===== src/core/spkls_params.svh =====
// Constants for the speaker line supervision block
`ifndef SPKLS_PARAMS_SVH
`define SPKLS_PARAMS_SVH
`define SPKLS_TOL_PERCENT      7'd6
`define SPKLS_TOL_OHM          16'h0002
`define SPKLS_FREQ_MIN_HZ      16'd20
`define SPKLS_FREQ_MAX_HZ      16'd4000
`define SPKLS_FREQ_DEF_HZ      16'd1000
`define SPKLS_VOLT_MIN_MV      16'd100
`define SPKLS_VOLT_MAX_MV      16'd1000
`define SPKLS_VOLT_DEF_MV      16'd500
`define SPKLS_REPLY_TIMEOUT_US 32'd1000
`define SPKLS_CLK_MHZ          32'd50
`define SPKLS_REPLY_CYCLES     ((`SPKLS_REPLY_TIMEOUT_US) * (`SPKLS_CLK_MHZ))
`endif


===== src/core/spkls_pkg.sv =====
// Types shared by the speaker line supervision block
package spkls_pkg;
	typedef struct packed {
		logic [15:0] freqHz;
		logic [15:0] voltMv;
	} spkls_gen_s;
	typedef struct packed {
		logic [15:0] current;
		logic [15:0] voltage;
		logic [15:0] impedance;
	} spkls_meas_s;
	typedef enum logic [2:0] {
		SPKLS_IDLE,
		SPKLS_MEASURE,
		SPKLS_COMPARE,
		SPKLS_POLL,
		SPKLS_WAIT
	} spkls_state_e;
endpackage : spkls_pkg


===== src/core/spkls_ref_mem.sv =====
// Per-line reference impedance store with registered read data
`timescale 1ns/100ps
module spkls_ref_mem #(
	parameter int LINES = 4,
	parameter int AW    = 2
) (
	input  wire logic          clk,
	input  wire logic          ce,
	input  wire logic          wrEn,
	input  wire logic [AW-1:0] wrAddr,
	input  wire logic [15:0]   wrData,
	input  wire logic [AW-1:0] rdAddr,
	output logic      [15:0]   rdData
);
	logic [15:0] mem [LINES];
	always_ff @(posedge clk) begin
		if (ce && wrEn) begin
			mem[wrAddr] <= wrData;
		end
	end
	always_ff @(posedge clk) begin
		if (ce) begin
			rdData <= mem[rdAddr];
		end
	end
endmodule : spkls_ref_mem


===== src/core/spkls_supervisor.sv =====
// Speaker line supervision: impedance compare, short cut-off, end-of-line polling, pilot contacts
`timescale 1ns/100ps
`include "spkls_params.svh"
module spkls_supervisor #(
	parameter int LINES         = 4,
	parameter int AW            = 2,
	parameter int SLAVE_AW      = 4,
	parameter int REPLY_CYCLES  = `SPKLS_REPLY_CYCLES
) (
	input  wire logic                  clk,
	input  wire logic                  reset,
	input  wire logic                  ce,
	input  wire logic [LINES-1:0]      lineActive,
	input  wire logic [LINES-1:0]      pilotContact,
	input  wire logic                  measStart,
	input  wire logic [AW-1:0]         measLine,
	input  wire logic                  storeReference,
	input  wire spkls_pkg::spkls_gen_s genRequest,
	output spkls_pkg::spkls_gen_s      genSetting,
	output logic                       genEnable,
	input  wire logic                  measDone,
	input  wire spkls_pkg::spkls_meas_s measResult,
	input  wire logic [LINES-1:0]      eolEnable,
	input  wire logic [(1<<SLAVE_AW)-1:0] slavePresent,
	output logic                       pollReq,
	output logic [AW-1:0]              pollLine,
	output logic [SLAVE_AW-1:0]        pollAddr,
	input  wire logic                  slaveReply,
	output logic [LINES-1:0]           lineEnable,
	output logic [LINES-1:0]           openFault,
	output logic [LINES-1:0]           shortFault,
	output logic [LINES-1:0]           eolFault,
	output logic [LINES-1:0]           pilotFault,
	output logic                       measBusy,
	output logic                       measRefused
);
	// ****************************************************************
	// Input synchronisers
	// ****************************************************************
	logic [LINES-1:0] activeMeta;
	logic [LINES-1:0] activeSync;
	logic [LINES-1:0] pilotMeta;
	logic [LINES-1:0] pilotSync;
	logic             replyMeta;
	logic             replySync;
	always_ff @(posedge clk) begin
		if (reset) begin
			activeMeta <= '0;
			activeSync <= '0;
			pilotMeta  <= '1;
			pilotSync  <= '1;
			replyMeta  <= 1'b0;
			replySync  <= 1'b0;
		end else if (ce) begin
			activeMeta <= lineActive;
			activeSync <= activeMeta;
			pilotMeta  <= pilotContact;
			pilotSync  <= pilotMeta;
			replyMeta  <= slaveReply;
			replySync  <= replyMeta;
		end
	end

	// ****************************************************************
	// Measurement and polling sequencer
	// ****************************************************************
	spkls_pkg::spkls_state_e state;
	logic [AW-1:0]       curLine;
	logic                curStore;
	logic [15:0]         impedance;
	logic [15:0]         refImp;
	logic [31:0]         waitCount;
	logic                measFail;
	logic                measOpen;
	logic [16:0]         diff;
	logic [16:0]         allowed;
	logic                refWrite;

	spkls_ref_mem #(.LINES(LINES), .AW(AW)) refStore (
		.clk    (clk),
		.ce     (ce),
		.wrEn   (refWrite),
		.wrAddr (curLine),
		.wrData (impedance),
		.rdAddr (curLine),
		.rdData (refImp)
	);

	// Absolute deviation and allowed band, widened to avoid overflow
	always_comb begin
		if (impedance >= refImp) begin
			diff = {1'b0, impedance - refImp};
		end else begin
			diff = {1'b0, refImp - impedance};
		end
		allowed  = 17'((32'(refImp) * 32'(`SPKLS_TOL_PERCENT)) / 32'd100) + 17'(`SPKLS_TOL_OHM);
		measFail = diff > allowed;
		measOpen = impedance > refImp;
	end

	// Generator settings clamp into the legal ranges
	always_ff @(posedge clk) begin
		if (reset) begin
			genSetting.freqHz <= `SPKLS_FREQ_DEF_HZ;
			genSetting.voltMv <= `SPKLS_VOLT_DEF_MV;
		end else if (ce && state == spkls_pkg::SPKLS_IDLE) begin
			if (genRequest.freqHz < `SPKLS_FREQ_MIN_HZ) begin
				genSetting.freqHz <= `SPKLS_FREQ_MIN_HZ;
			end else if (genRequest.freqHz > `SPKLS_FREQ_MAX_HZ) begin
				genSetting.freqHz <= `SPKLS_FREQ_MAX_HZ;
			end else begin
				genSetting.freqHz <= genRequest.freqHz;
			end
			if (genRequest.voltMv < `SPKLS_VOLT_MIN_MV) begin
				genSetting.voltMv <= `SPKLS_VOLT_MIN_MV;
			end else if (genRequest.voltMv > `SPKLS_VOLT_MAX_MV) begin
				genSetting.voltMv <= `SPKLS_VOLT_MAX_MV;
			end else begin
				genSetting.voltMv <= genRequest.voltMv;
			end
		end
	end

	assign refWrite = (state == spkls_pkg::SPKLS_COMPARE) && curStore;

	always_ff @(posedge clk) begin
		if (reset) begin
			state       <= spkls_pkg::SPKLS_IDLE;
			curLine     <= '0;
			curStore    <= 1'b0;
			impedance   <= '0;
			genEnable   <= 1'b0;
			measBusy    <= 1'b0;
			measRefused <= 1'b0;
			pollReq     <= 1'b0;
			pollLine    <= '0;
			pollAddr    <= '0;
			waitCount   <= '0;
		end else if (ce) begin
			measRefused <= 1'b0;
			pollReq     <= 1'b0;
			unique case (state)
				spkls_pkg::SPKLS_IDLE: begin
					if (measStart) begin
						if (activeSync[measLine] || !lineEnable[measLine]) begin
							measRefused <= 1'b1;
						end else begin
							curLine   <= measLine;
							curStore  <= storeReference;
							genEnable <= 1'b1;
							measBusy  <= 1'b1;
							state     <= spkls_pkg::SPKLS_MEASURE;
						end
					end else if (eolEnable[pollLine] && slavePresent[pollAddr]) begin
						pollReq   <= 1'b1;
						waitCount <= '0;
						state     <= spkls_pkg::SPKLS_WAIT;
					end else begin
						state <= spkls_pkg::SPKLS_POLL;
					end
				end
				spkls_pkg::SPKLS_MEASURE: begin
					// A line going active mid-measurement aborts it
					if (activeSync[curLine]) begin
						genEnable   <= 1'b0;
						measBusy    <= 1'b0;
						measRefused <= 1'b1;
						state       <= spkls_pkg::SPKLS_IDLE;
					end else if (measDone) begin
						impedance <= measResult.impedance;
						genEnable <= 1'b0;
						state     <= spkls_pkg::SPKLS_COMPARE;
					end
				end
				spkls_pkg::SPKLS_COMPARE: begin
					measBusy <= 1'b0;
					state    <= spkls_pkg::SPKLS_IDLE;
				end
				spkls_pkg::SPKLS_WAIT: begin
					waitCount <= waitCount + 32'd1;
					if (replySync || waitCount >= 32'(REPLY_CYCLES)) begin
						state <= spkls_pkg::SPKLS_POLL;
					end
				end
				spkls_pkg::SPKLS_POLL: begin
					// Walk every address of every line, one at a time
					pollAddr <= pollAddr + 1'b1;
					if (&pollAddr) begin
						pollLine <= AW'((32'(pollLine) + 1) % LINES);
					end
					state <= spkls_pkg::SPKLS_IDLE;
				end
				default: state <= spkls_pkg::SPKLS_IDLE;
			endcase
		end
	end

	// ****************************************************************
	// Fault flags and line switching
	// ****************************************************************
	// Reference is one cycle late after the read, so compare lands in COMPARE
	always_ff @(posedge clk) begin
		if (reset) begin
			openFault  <= '0;
			shortFault <= '0;
			lineEnable <= '1;
		end else if (ce && state == spkls_pkg::SPKLS_COMPARE && !curStore) begin
			if (measFail && measOpen) begin
				openFault[curLine] <= 1'b1;
			end else if (measFail) begin
				shortFault[curLine] <= 1'b1;
				lineEnable[curLine] <= 1'b0;
			end else begin
				openFault[curLine] <= 1'b0;
			end
		end
	end

	always_ff @(posedge clk) begin
		if (reset) begin
			eolFault <= '0;
		end else if (ce && state == spkls_pkg::SPKLS_WAIT) begin
			if (replySync) begin
				eolFault[pollLine] <= 1'b0;
			end else if (waitCount >= 32'(REPLY_CYCLES)) begin
				eolFault[pollLine] <= 1'b1;
			end
		end
	end

	// Chained contacts in series: any open board opens the input
	for (genvar i = 0; i < LINES; i++) begin : gPilot
		always_ff @(posedge clk) begin
			if (reset) begin
				pilotFault[i] <= 1'b0;
			end else if (ce) begin
				pilotFault[i] <= !pilotSync[i];
			end
		end
	end
endmodule : spkls_supervisor


===== config.mk =====
export PLATFORM = sky130hd
export DESIGN_NAME = spkls_supervisor
export DESIGN_NICKNAME = d
export VERILOG_FILES = /design/src/core/spkls_pkg.sv /design/src/core/spkls_ref_mem.sv /design/src/core/spkls_supervisor.sv
export VERILOG_INCLUDE_DIRS = /design/src /design/src/core
export SDC_FILE = /design/constraint.sdc
export NUM_CORES = 1
export LEC_CHECK = 0
export ABC_AREA = 1
export BUFFER_PORTS_ARGS = -buffer_cell sky130_fd_sc_hd__buf_2
export CAP_MARGIN = 40
export CELL_PAD_IN_SITES_DETAIL_PLACEMENT = 1
export CELL_PAD_IN_SITES_GLOBAL_PLACEMENT = 2
export CORE_MARGIN = 5
export CORE_UTILIZATION = 25
export DETAILED_ROUTE_END_ITERATION = 16
export HOLD_SLACK_MARGIN = 0.12
export PLACE_DENSITY = 0.71
export SLEW_MARGIN = 10
export SYNTH_ARGS = -nofsm -noshare
export SYNTH_HDL_FRONTEND = slang
export SYNTH_SLANG_ARGS = --single-unit

===== constraint.sdc =====
create_clock -name clk -period 15.2 [get_ports clk]
set_input_delay 0.76 -clock clk [delete_from_list [all_inputs] [get_ports clk]]
set_output_delay 0.76 -clock clk [all_outputs]
set_load 0.01 [all_outputs]

==> results of run 1 <==
## sequential cells by signal, indices dropped and copies added (netlist names), named ones only
signal,flops
refStore.mem,64
pollReq,1
pilotMeta,4
replyMeta,1
shortFault,4
curLine,2
genSetting,32
waitCount,32
curStore,1
pollLine,2
refStore.rdData,16
measBusy,1
pilotFault,4
genEnable,1
pollAddr,4
activeSync,4
replySync,1
impedance,16
activeMeta,4
measRefused,1
state,3
pilotSync,4
lineEnable,4
## placed cells by master, fill, tap and decap left out, drive strengths merged, types with 32 or more instances in the layout
cell / count
edfxtp: 80
nand3: 242
buf: 298
xor2: 48
dfxtp: 134
nand2: 743
nor2: 255
nand4: 52
o21ai: 119
ha: 72
inv: 323
a21oi: 152
a22oi: 32
## worst reg2reg max path, delay by kind of cell, from the launching register on
kind / cells / cell delay [ns]
adders and majority gates: 3 / 0.69
and+or+nand+nor: 68 / 7.77
DFF: 1 / 0.55
AOI/OAI and AO/OA: 8 / 1.32
buffers and inverters: 23 / 2.95
xor gates and xnor gates: 2 / 0.46
## cells by family (layout without fill, tap and decap cells)
kind of cell / count (synthesis) / count (layout) / synth area share, %
buf+inv: 385 / 668 / 9.35
xor+xnor: 67 / 67 / 3.56
compound gates: 364 / 364 / 12.8
mux: 5 / 5 / 0.300
simple gates: 1349 / 1352 / 37.7
fa+ha+maj: 75 / 75 / 5.76
flops: 214 / 214 / 30.5
## metal layers
metal,global-route usage (%),vias to the layer above
met5,0,-
met3,1.76,47
met2,28.1,228
met1,19.9,8122
li1,-,8621
met4,2.42,4
## how the worst max path moves through the flow
stage | cells past startpoint | slack, ns | end
2_1_floorplan | 92 | 2.36 | register
3_3_place_gp | 98 | 0.42 | lineEnable[0]
3_5_place_dp | 91 | 0.07 | register
4_1_cts | 91 | 0.02 | register
5_1_grt | 104 | -0.12 | lineEnable[0]
6_report | 104 | 1.30 | register
## area by class of cell
cell class                      instances  area share [%]
Tap cell                              864            5.28
Clock inverter                         14           0.653
Inverter                              329            6.06
Timing Repair Buffer                  299            9.31
Clock buffer                           26            2.86
Multi-Input combinational cell       1863            51.0
Sequential cell                       214            24.8
## per-stage QoR
stage	instances	setup WS (ns)	hold WS, ns	utilization (%)
2_1_floorplan	2459	2.36	0.410	-
3_3_place_gp	3534	0.420	0.421	28.9
3_5_place_dp	3539	0.0724	0.429	29.0
4_1_cts	3579	0.0230	0.445	30.1
5_1_grt	3609	-0.116	0.457	31.1
6_report	3609	1.30	0.442	31.1
## cells in the mapped netlist (all sizes together), types with 27 or more instances
master	number
nand2	742
inv	322
nor2	255
nand3	240
a21oi	152
dfxtp	134
o21ai	119
edfxtp	80
ha	72
nand4	52
xor2	48
clkbuf	40
a22oi	32
nor3	27
## timing repair
action	4_1_cts	5_1_grt
hold buffers	0	0
resized for setup	0	79
setup buffers	0	27
setup endpoints to repair	0	12
==> metrics.md, run 1 <==
| Metric | Value |
|---|---|
| ANT nets after route | 0 |
| Via/cell ratio | ~4.7 |
| Synth unique cells | 70 |
| Post-synthesis register bit count | approximately 210 |
| Number of global-route vias before repair | 18,100 |
| Initial DRT Pass Iterations | 5 |
| CTS sink count | between 200 and 250 |
| Max incr delay on CP | about 0.55 ns |
| Fill cells | roughly 8,300 |
| DRC errors left | 0 |
| CTS Buf Count | 22 |
| CP required | 15.58 ns |
| R2R Path Start | refStore.rdData[6] |
| Origin of the worst setup path | refStore.rdData[6] |
| Setup TNS | 0 ns |
| Clk_lat worst skew | 0.52 ns |
| Met2 wire length | 28,000 um |
| Crit start category | register |
| P&R area growth vs syn | 22.9% |
| Drt wl/cell | 15.8 um |
| Slowest CP cell | edfxtp_1 |
| Met1 wire length | around 26,000 um |
| Share of cells above drive strength 1 | a little over a fifth |
| HPWL after DPL | ~46,000 um |
| Slew HR | between 40% and 50% |
| Core Area | between 60,000 and 70,000 um^2 |
| Initial drt markers | between 600 and 700 |
| R2R Setup Slk | between 1 and 1.5 ns |
| Final hold vios | 0 |
| Final Max Tran Viols | 0 |
| GRT Total Usage | between 15 and 20% |
| Sequential area share after synthesis | between 30% and 40% |
| Final net count | about 2,900 |
| Kind of critical path | register to register |
| CP Max Fanout | 13 |
| WL final | approximately 57,000 um |
| Status | finished clean |
| Clock Skew | 0.0125 ns |
| Post-synth EDFFs | 80 |
| DP Area | 19,100 um^2 |
| Primary FF master, synth | dfxtp_1 |
| Starting Density | 25.3% |
| WP data arrival | ~14 ns |
| Syn Std Cell Area | approximately 17,000 um^2 |
| Final Setup Violations | 0 |
| Synth top area share | 16.1% |
| Crit path top cell by count | nand2_1 |
| Pin count of the biggest net entering global routing | 66 |
| Cell taking the most area after synthesis | dfxtp_1 |
| Hold_sp | pilotSync[0] |
| Slew of the pin with the lowest slew margin | between 0.7 and 0.8 ns |
| Top layer in use | met5 |
| Die ar. | roughly 72,000 um^2 |
| CTS Buffer Depth | 3 |
| Row Count | 94 |
| Die Y | 268 um |
| Antenna violations before repair | 2 |
| Grt total ovfl | 0 |
| Multi-input gate area | 10,500 um^2 |
| Via count | between 15,000 and 20,000 |
| Hold path cells | 1 |
| GPL Wtd Cong | between 0.8 and 0.9 |
| Fmax | 0.0719 GHz |
| Post-synth ARST share | 0% |
| Met3 Wirelength | roughly 1800 um |
| Final min period | about 14 ns |
| Syn_area_per_cell | a little under 7 um^2 |
| Dominant cells by area after synthesis | dfxtp_1 (16%), nand2_1 (15%), edfxtp_1 (14%) |
| R2R cell count | 104 |
| Max Cap Viol | 0 |
| CP delay by family, top | simple AND/OR/NAND/NOR gates |
| Critical Path End Type | register |
| Gate Count Post-Synth | 2,459 |
| Syn_nets | approximately 2,700 |
| Final period util | 91.5% |
| Worst path bufs/invs | 23 |
| Diode count | 0 |
| TritonCTS clock tree | built |
| First-pass GRT wire length | 93,200 um |
| Register area | around 5100 um^2 |
| Yosys warning count | 0 |
| IO Count | 179 |
| Hold endpoint | pilotFault[0] |
| Clk slew on worst S/H paths | 0.06 ns |
| CTS Root Cell | clkbuf_16 |
| Hold Crit Class | register to register |
| Die Span X | around 270 um |
| Final Cell Area | between 20,000 and 25,000 um^2 |
| Buffers added on ports | 146 |
| Max H-tree Level | 1 |
Power of run 1 is left out: the tool's default activity adds up to more than one toggle a clock period on the data nets, which glitch-free logic cannot reach.
==> inputs of run 2 (changes only) <==
==> constraint.sdc (replaced) <==
create_clock -name clk -period 15.2 [get_ports clk]
set_input_delay 1.52 -clock clk [delete_from_list [all_inputs] [get_ports clk]]
set_output_delay 1.52 -clock clk [all_outputs]
set_load 0.01 [all_outputs]
==> run 2 against run 1 <==
- flip-flop and latch count unchanged
- first-iteration DRC count is 5.2% lower
- critical path depth grew 3
- worst setup slack worse by 0.062 ns
- register-to-register slack got worse by 0.06 ns
- routed wire length fell by 0.72%
- die area stayed put
- clock skew is essentially flat
- largest cell class unchanged
==> metrics.md, run 2 (synthesized netlist as in run 1, its figures left out) <==
| Metric | Value |
|---|---|
| ANT nets after route | 0 (unchanged) |
| WP data arrival | 14.34 ns (+0.06 ns) |
| Multi-input gate area | 10,300 um^2 (-1.1%) |
| Hold Crit Class | register to register |
| GRT Total Usage | 15.2% (-0.18 points) |
| Clock Skew | 0.0123 ns (-0.000195 ns) |
| Diode count | 0 (unchanged) |
| WL final | 56,800 um (-0.72%) |
| Initial drt markers | 584 (-5.2%) |
| Drt wl/cell | 15.7 um (-0.75%) |
| Origin of the worst setup path | refStore.rdData[6] |
| R2R Path Start | refStore.rdData[6] |
| Via count | 17,000 (-0.12%) |
| R2R Setup Slk | 1.24 ns (-0.06 ns) |
| HPWL after DPL | 45,300 um (-0.75%) |
| CP Max Fanout | 18 (+5) |
| Max Cap Viol | 0 (unchanged) |
| WHS | 0.444 ns (+0.00156 ns) |
| CTS Buf Count | 22 (unchanged) |
| Final Setup Violations | 0 (unchanged) |
| CTS sink count | 214 (unchanged) |
| P&R area growth vs syn | 22.5% |
| CTS Root Cell | clkbuf_16 |
| Core Area | 66,000 um^2 (unchanged) |
| Grt total ovfl | 0 (unchanged) |
| Biggest register | refStore.mem |
| Max H-tree Level | 1 (unchanged) |
| Final hold vios | 0 (unchanged) |
| Max reg flops | 64 (unchanged) |
| Crit path top cell by count | nand2_1 |
| Fill cells | 8,286 (+0.048%) |
| R2R cell count | 107 (+2.9%) |
| Die Span X | 268 um (unchanged) |
| DRC errors left | 0 (unchanged) |
| Worst slack at placement | 0.0974 ns (+0.0250 ns) |
| Pin count of the biggest net entering global routing | 66 (unchanged) |
| Final min period | 13.96 ns (+0.0624 ns) |
| Via/cell ratio | 4.71 (-0.15%) |
| PnR worst setup slack | 1.24 ns (-0.0624 ns) |
| Final core utilization | 31.0% (-0.091 points) |
| Slowest CP cell | edfxtp_1 |
| Share of cells above drive strength 1 | 20.9% (-0.044 points) |
| First-pass GRT wire length | 92,200 um (-1.1%) |
| Register area | 5080 um^2 (unchanged) |
| Slew HR | 48.5% (+0.12 points) |
| Die Y | 268 um (unchanged) |
| Final net count | 2,922 (+0.034%) |
| Starting Density | 25.3% (unchanged) |
| TritonCTS clock tree | built |
| Status | finished clean |
| Buffers added on ports | 146 (unchanged) |
| Most frequent cells in the layout | nand2_1 (667), inv_1 (288), nand3_1 (208), nor2_1 (207), buf_4 (149) |
| Crit start category | register |
| Antenna violations before repair | 1 (-1) |
| IO Count | 179 (unchanged) |
| Die ar. | 71,900 um^2 (unchanged) |
| Number of global-route vias before repair | 17,900 (-0.69%) |
| CP delay by family, top | simple AND/OR/NAND/NOR gates |
| Setup TNS | 0 ns (unchanged) |
| Critical Path Sink | lineEnable[0] |
| Final period util | 91.9% (+0.41 points) |
| Max incr delay on CP | 0.51 ns (-0.04 ns) |
| Commonest non-fill, non-tap cell in the layout | nand2_1 |
| GPL Wtd Cong | 0.838 (-0.34%) |
| Critical Path Stages | 107 (+2.9%) |
| Critical Path End Type | register |
| CTS Buffer Depth | 3 (unchanged) |
| Final Max Tran Viols | 0 (unchanged) |
| Worst path bufs/invs | 19 (-17%) |
| Clk slew on worst S/H paths | 0.07 ns (about the same) |
| Slew of the pin with the lowest slew margin | 0.768 ns (-0.00186 ns) |
| Kind of critical path | register to register |
| Fmax | 0.0716 GHz (-0.45%) |
| R2R Path End | lineEnable[0] |
| Hold_buf cts | 0 (unchanged) |
| Largest registers | refStore.mem (64), genSetting (32), waitCount (32) |
| Row Count | 94 (unchanged) |
| CP required | 15.58 ns (about the same) |
| Initial DRT Pass Iterations | 4 (-1) |
| Clk_lat worst skew | 0.52 ns (about the same) |
## run 2: cell count changes in the layout (fill, tap and decap cells not counted), sizes merged
cell | previous run | this run
bufinv | 2 | 3
buf | 298 | 300
clkinvlp | 1 | 2
clkinv | 17 | 12
clkbuf | 27 | 28
inv | 323 | 324
## run 2: worst reg2reg max path: cells and delay by family, from the launching register on
family / cells / cell delay (ns)
adders and majority gates: 2 / 0.42
and+or+nand+nor: 74 / 8.47
DFF: 1 / 0.51
AOI/OAI and AO/OA: 12 / 1.87
buffers and inverters: 19 / 2.53
## run 2: layout make-up
type	count	share of cell area [%]
Timing Repair Buffer	300	9.37
Tap cell	864	5.29
Inverter	329	6.06
Multi-Input combinational cell	1863	50.6
Clock inverter	12	0.741
Sequential cell	214	24.9
Clock buffer	28	3.06
## run 2: repair_timing
item | CTS | global route
hold endpoints to repair | 0 | 0
buffers inserted | 0 | 26
gates resized for setup | 0 | 59
setup endpoints to repair | 0 | 12
## run 2: worst min-delay path by stage
| stage | startpoint | cells past startpoint | endpoint |
|---|---|---|---|
| after floorplan | pilotSync[0] | 1 | pilotFault[0] |
| after global placement | pilotSync[1] | 1 | pilotFault[1] |
| after detailed placement | pilotSync[0] | 1 | pilotFault[0] |
| after CTS | pilotSync[0] | 1 | pilotFault[0] |
| after global routing | genSetting[11] | 2 | genSetting[11] |
| final | genSetting[13] | 2 | genSetting[13] |
## run 2: routing by layer
| layer | wire length [um] | vias to the layer above | track usage, % | share of wire (%) |
|---|---|---|---|---|
| met5 | 13 | - | 0 | 0.023 |
| met4 | 720 | 2 | 2.20 | 1.3 |
| met3 | 1550 | 49 | 1.68 | 2.7 |
| met2 | 27900 | 189 | 27.9 | 49 |
| met1 | 26600 | 8126 | 19.7 | 47 |
| li1 | - | 8635 | - | - |
## run 2: per-stage QoR
| step | cells | instance area, um^2 |
|---|---|---|
| final | 3610 | 20400 |
| after CTS | 3581 | 19900 |
| after floorplan | 2459 | 16700 |
| after global routing | 3610 | 20400 |
| after detailed placement | 3541 | 19200 |
| after global placement | 3537 | 19100 |
Power of run 2 is left out for the same reason.
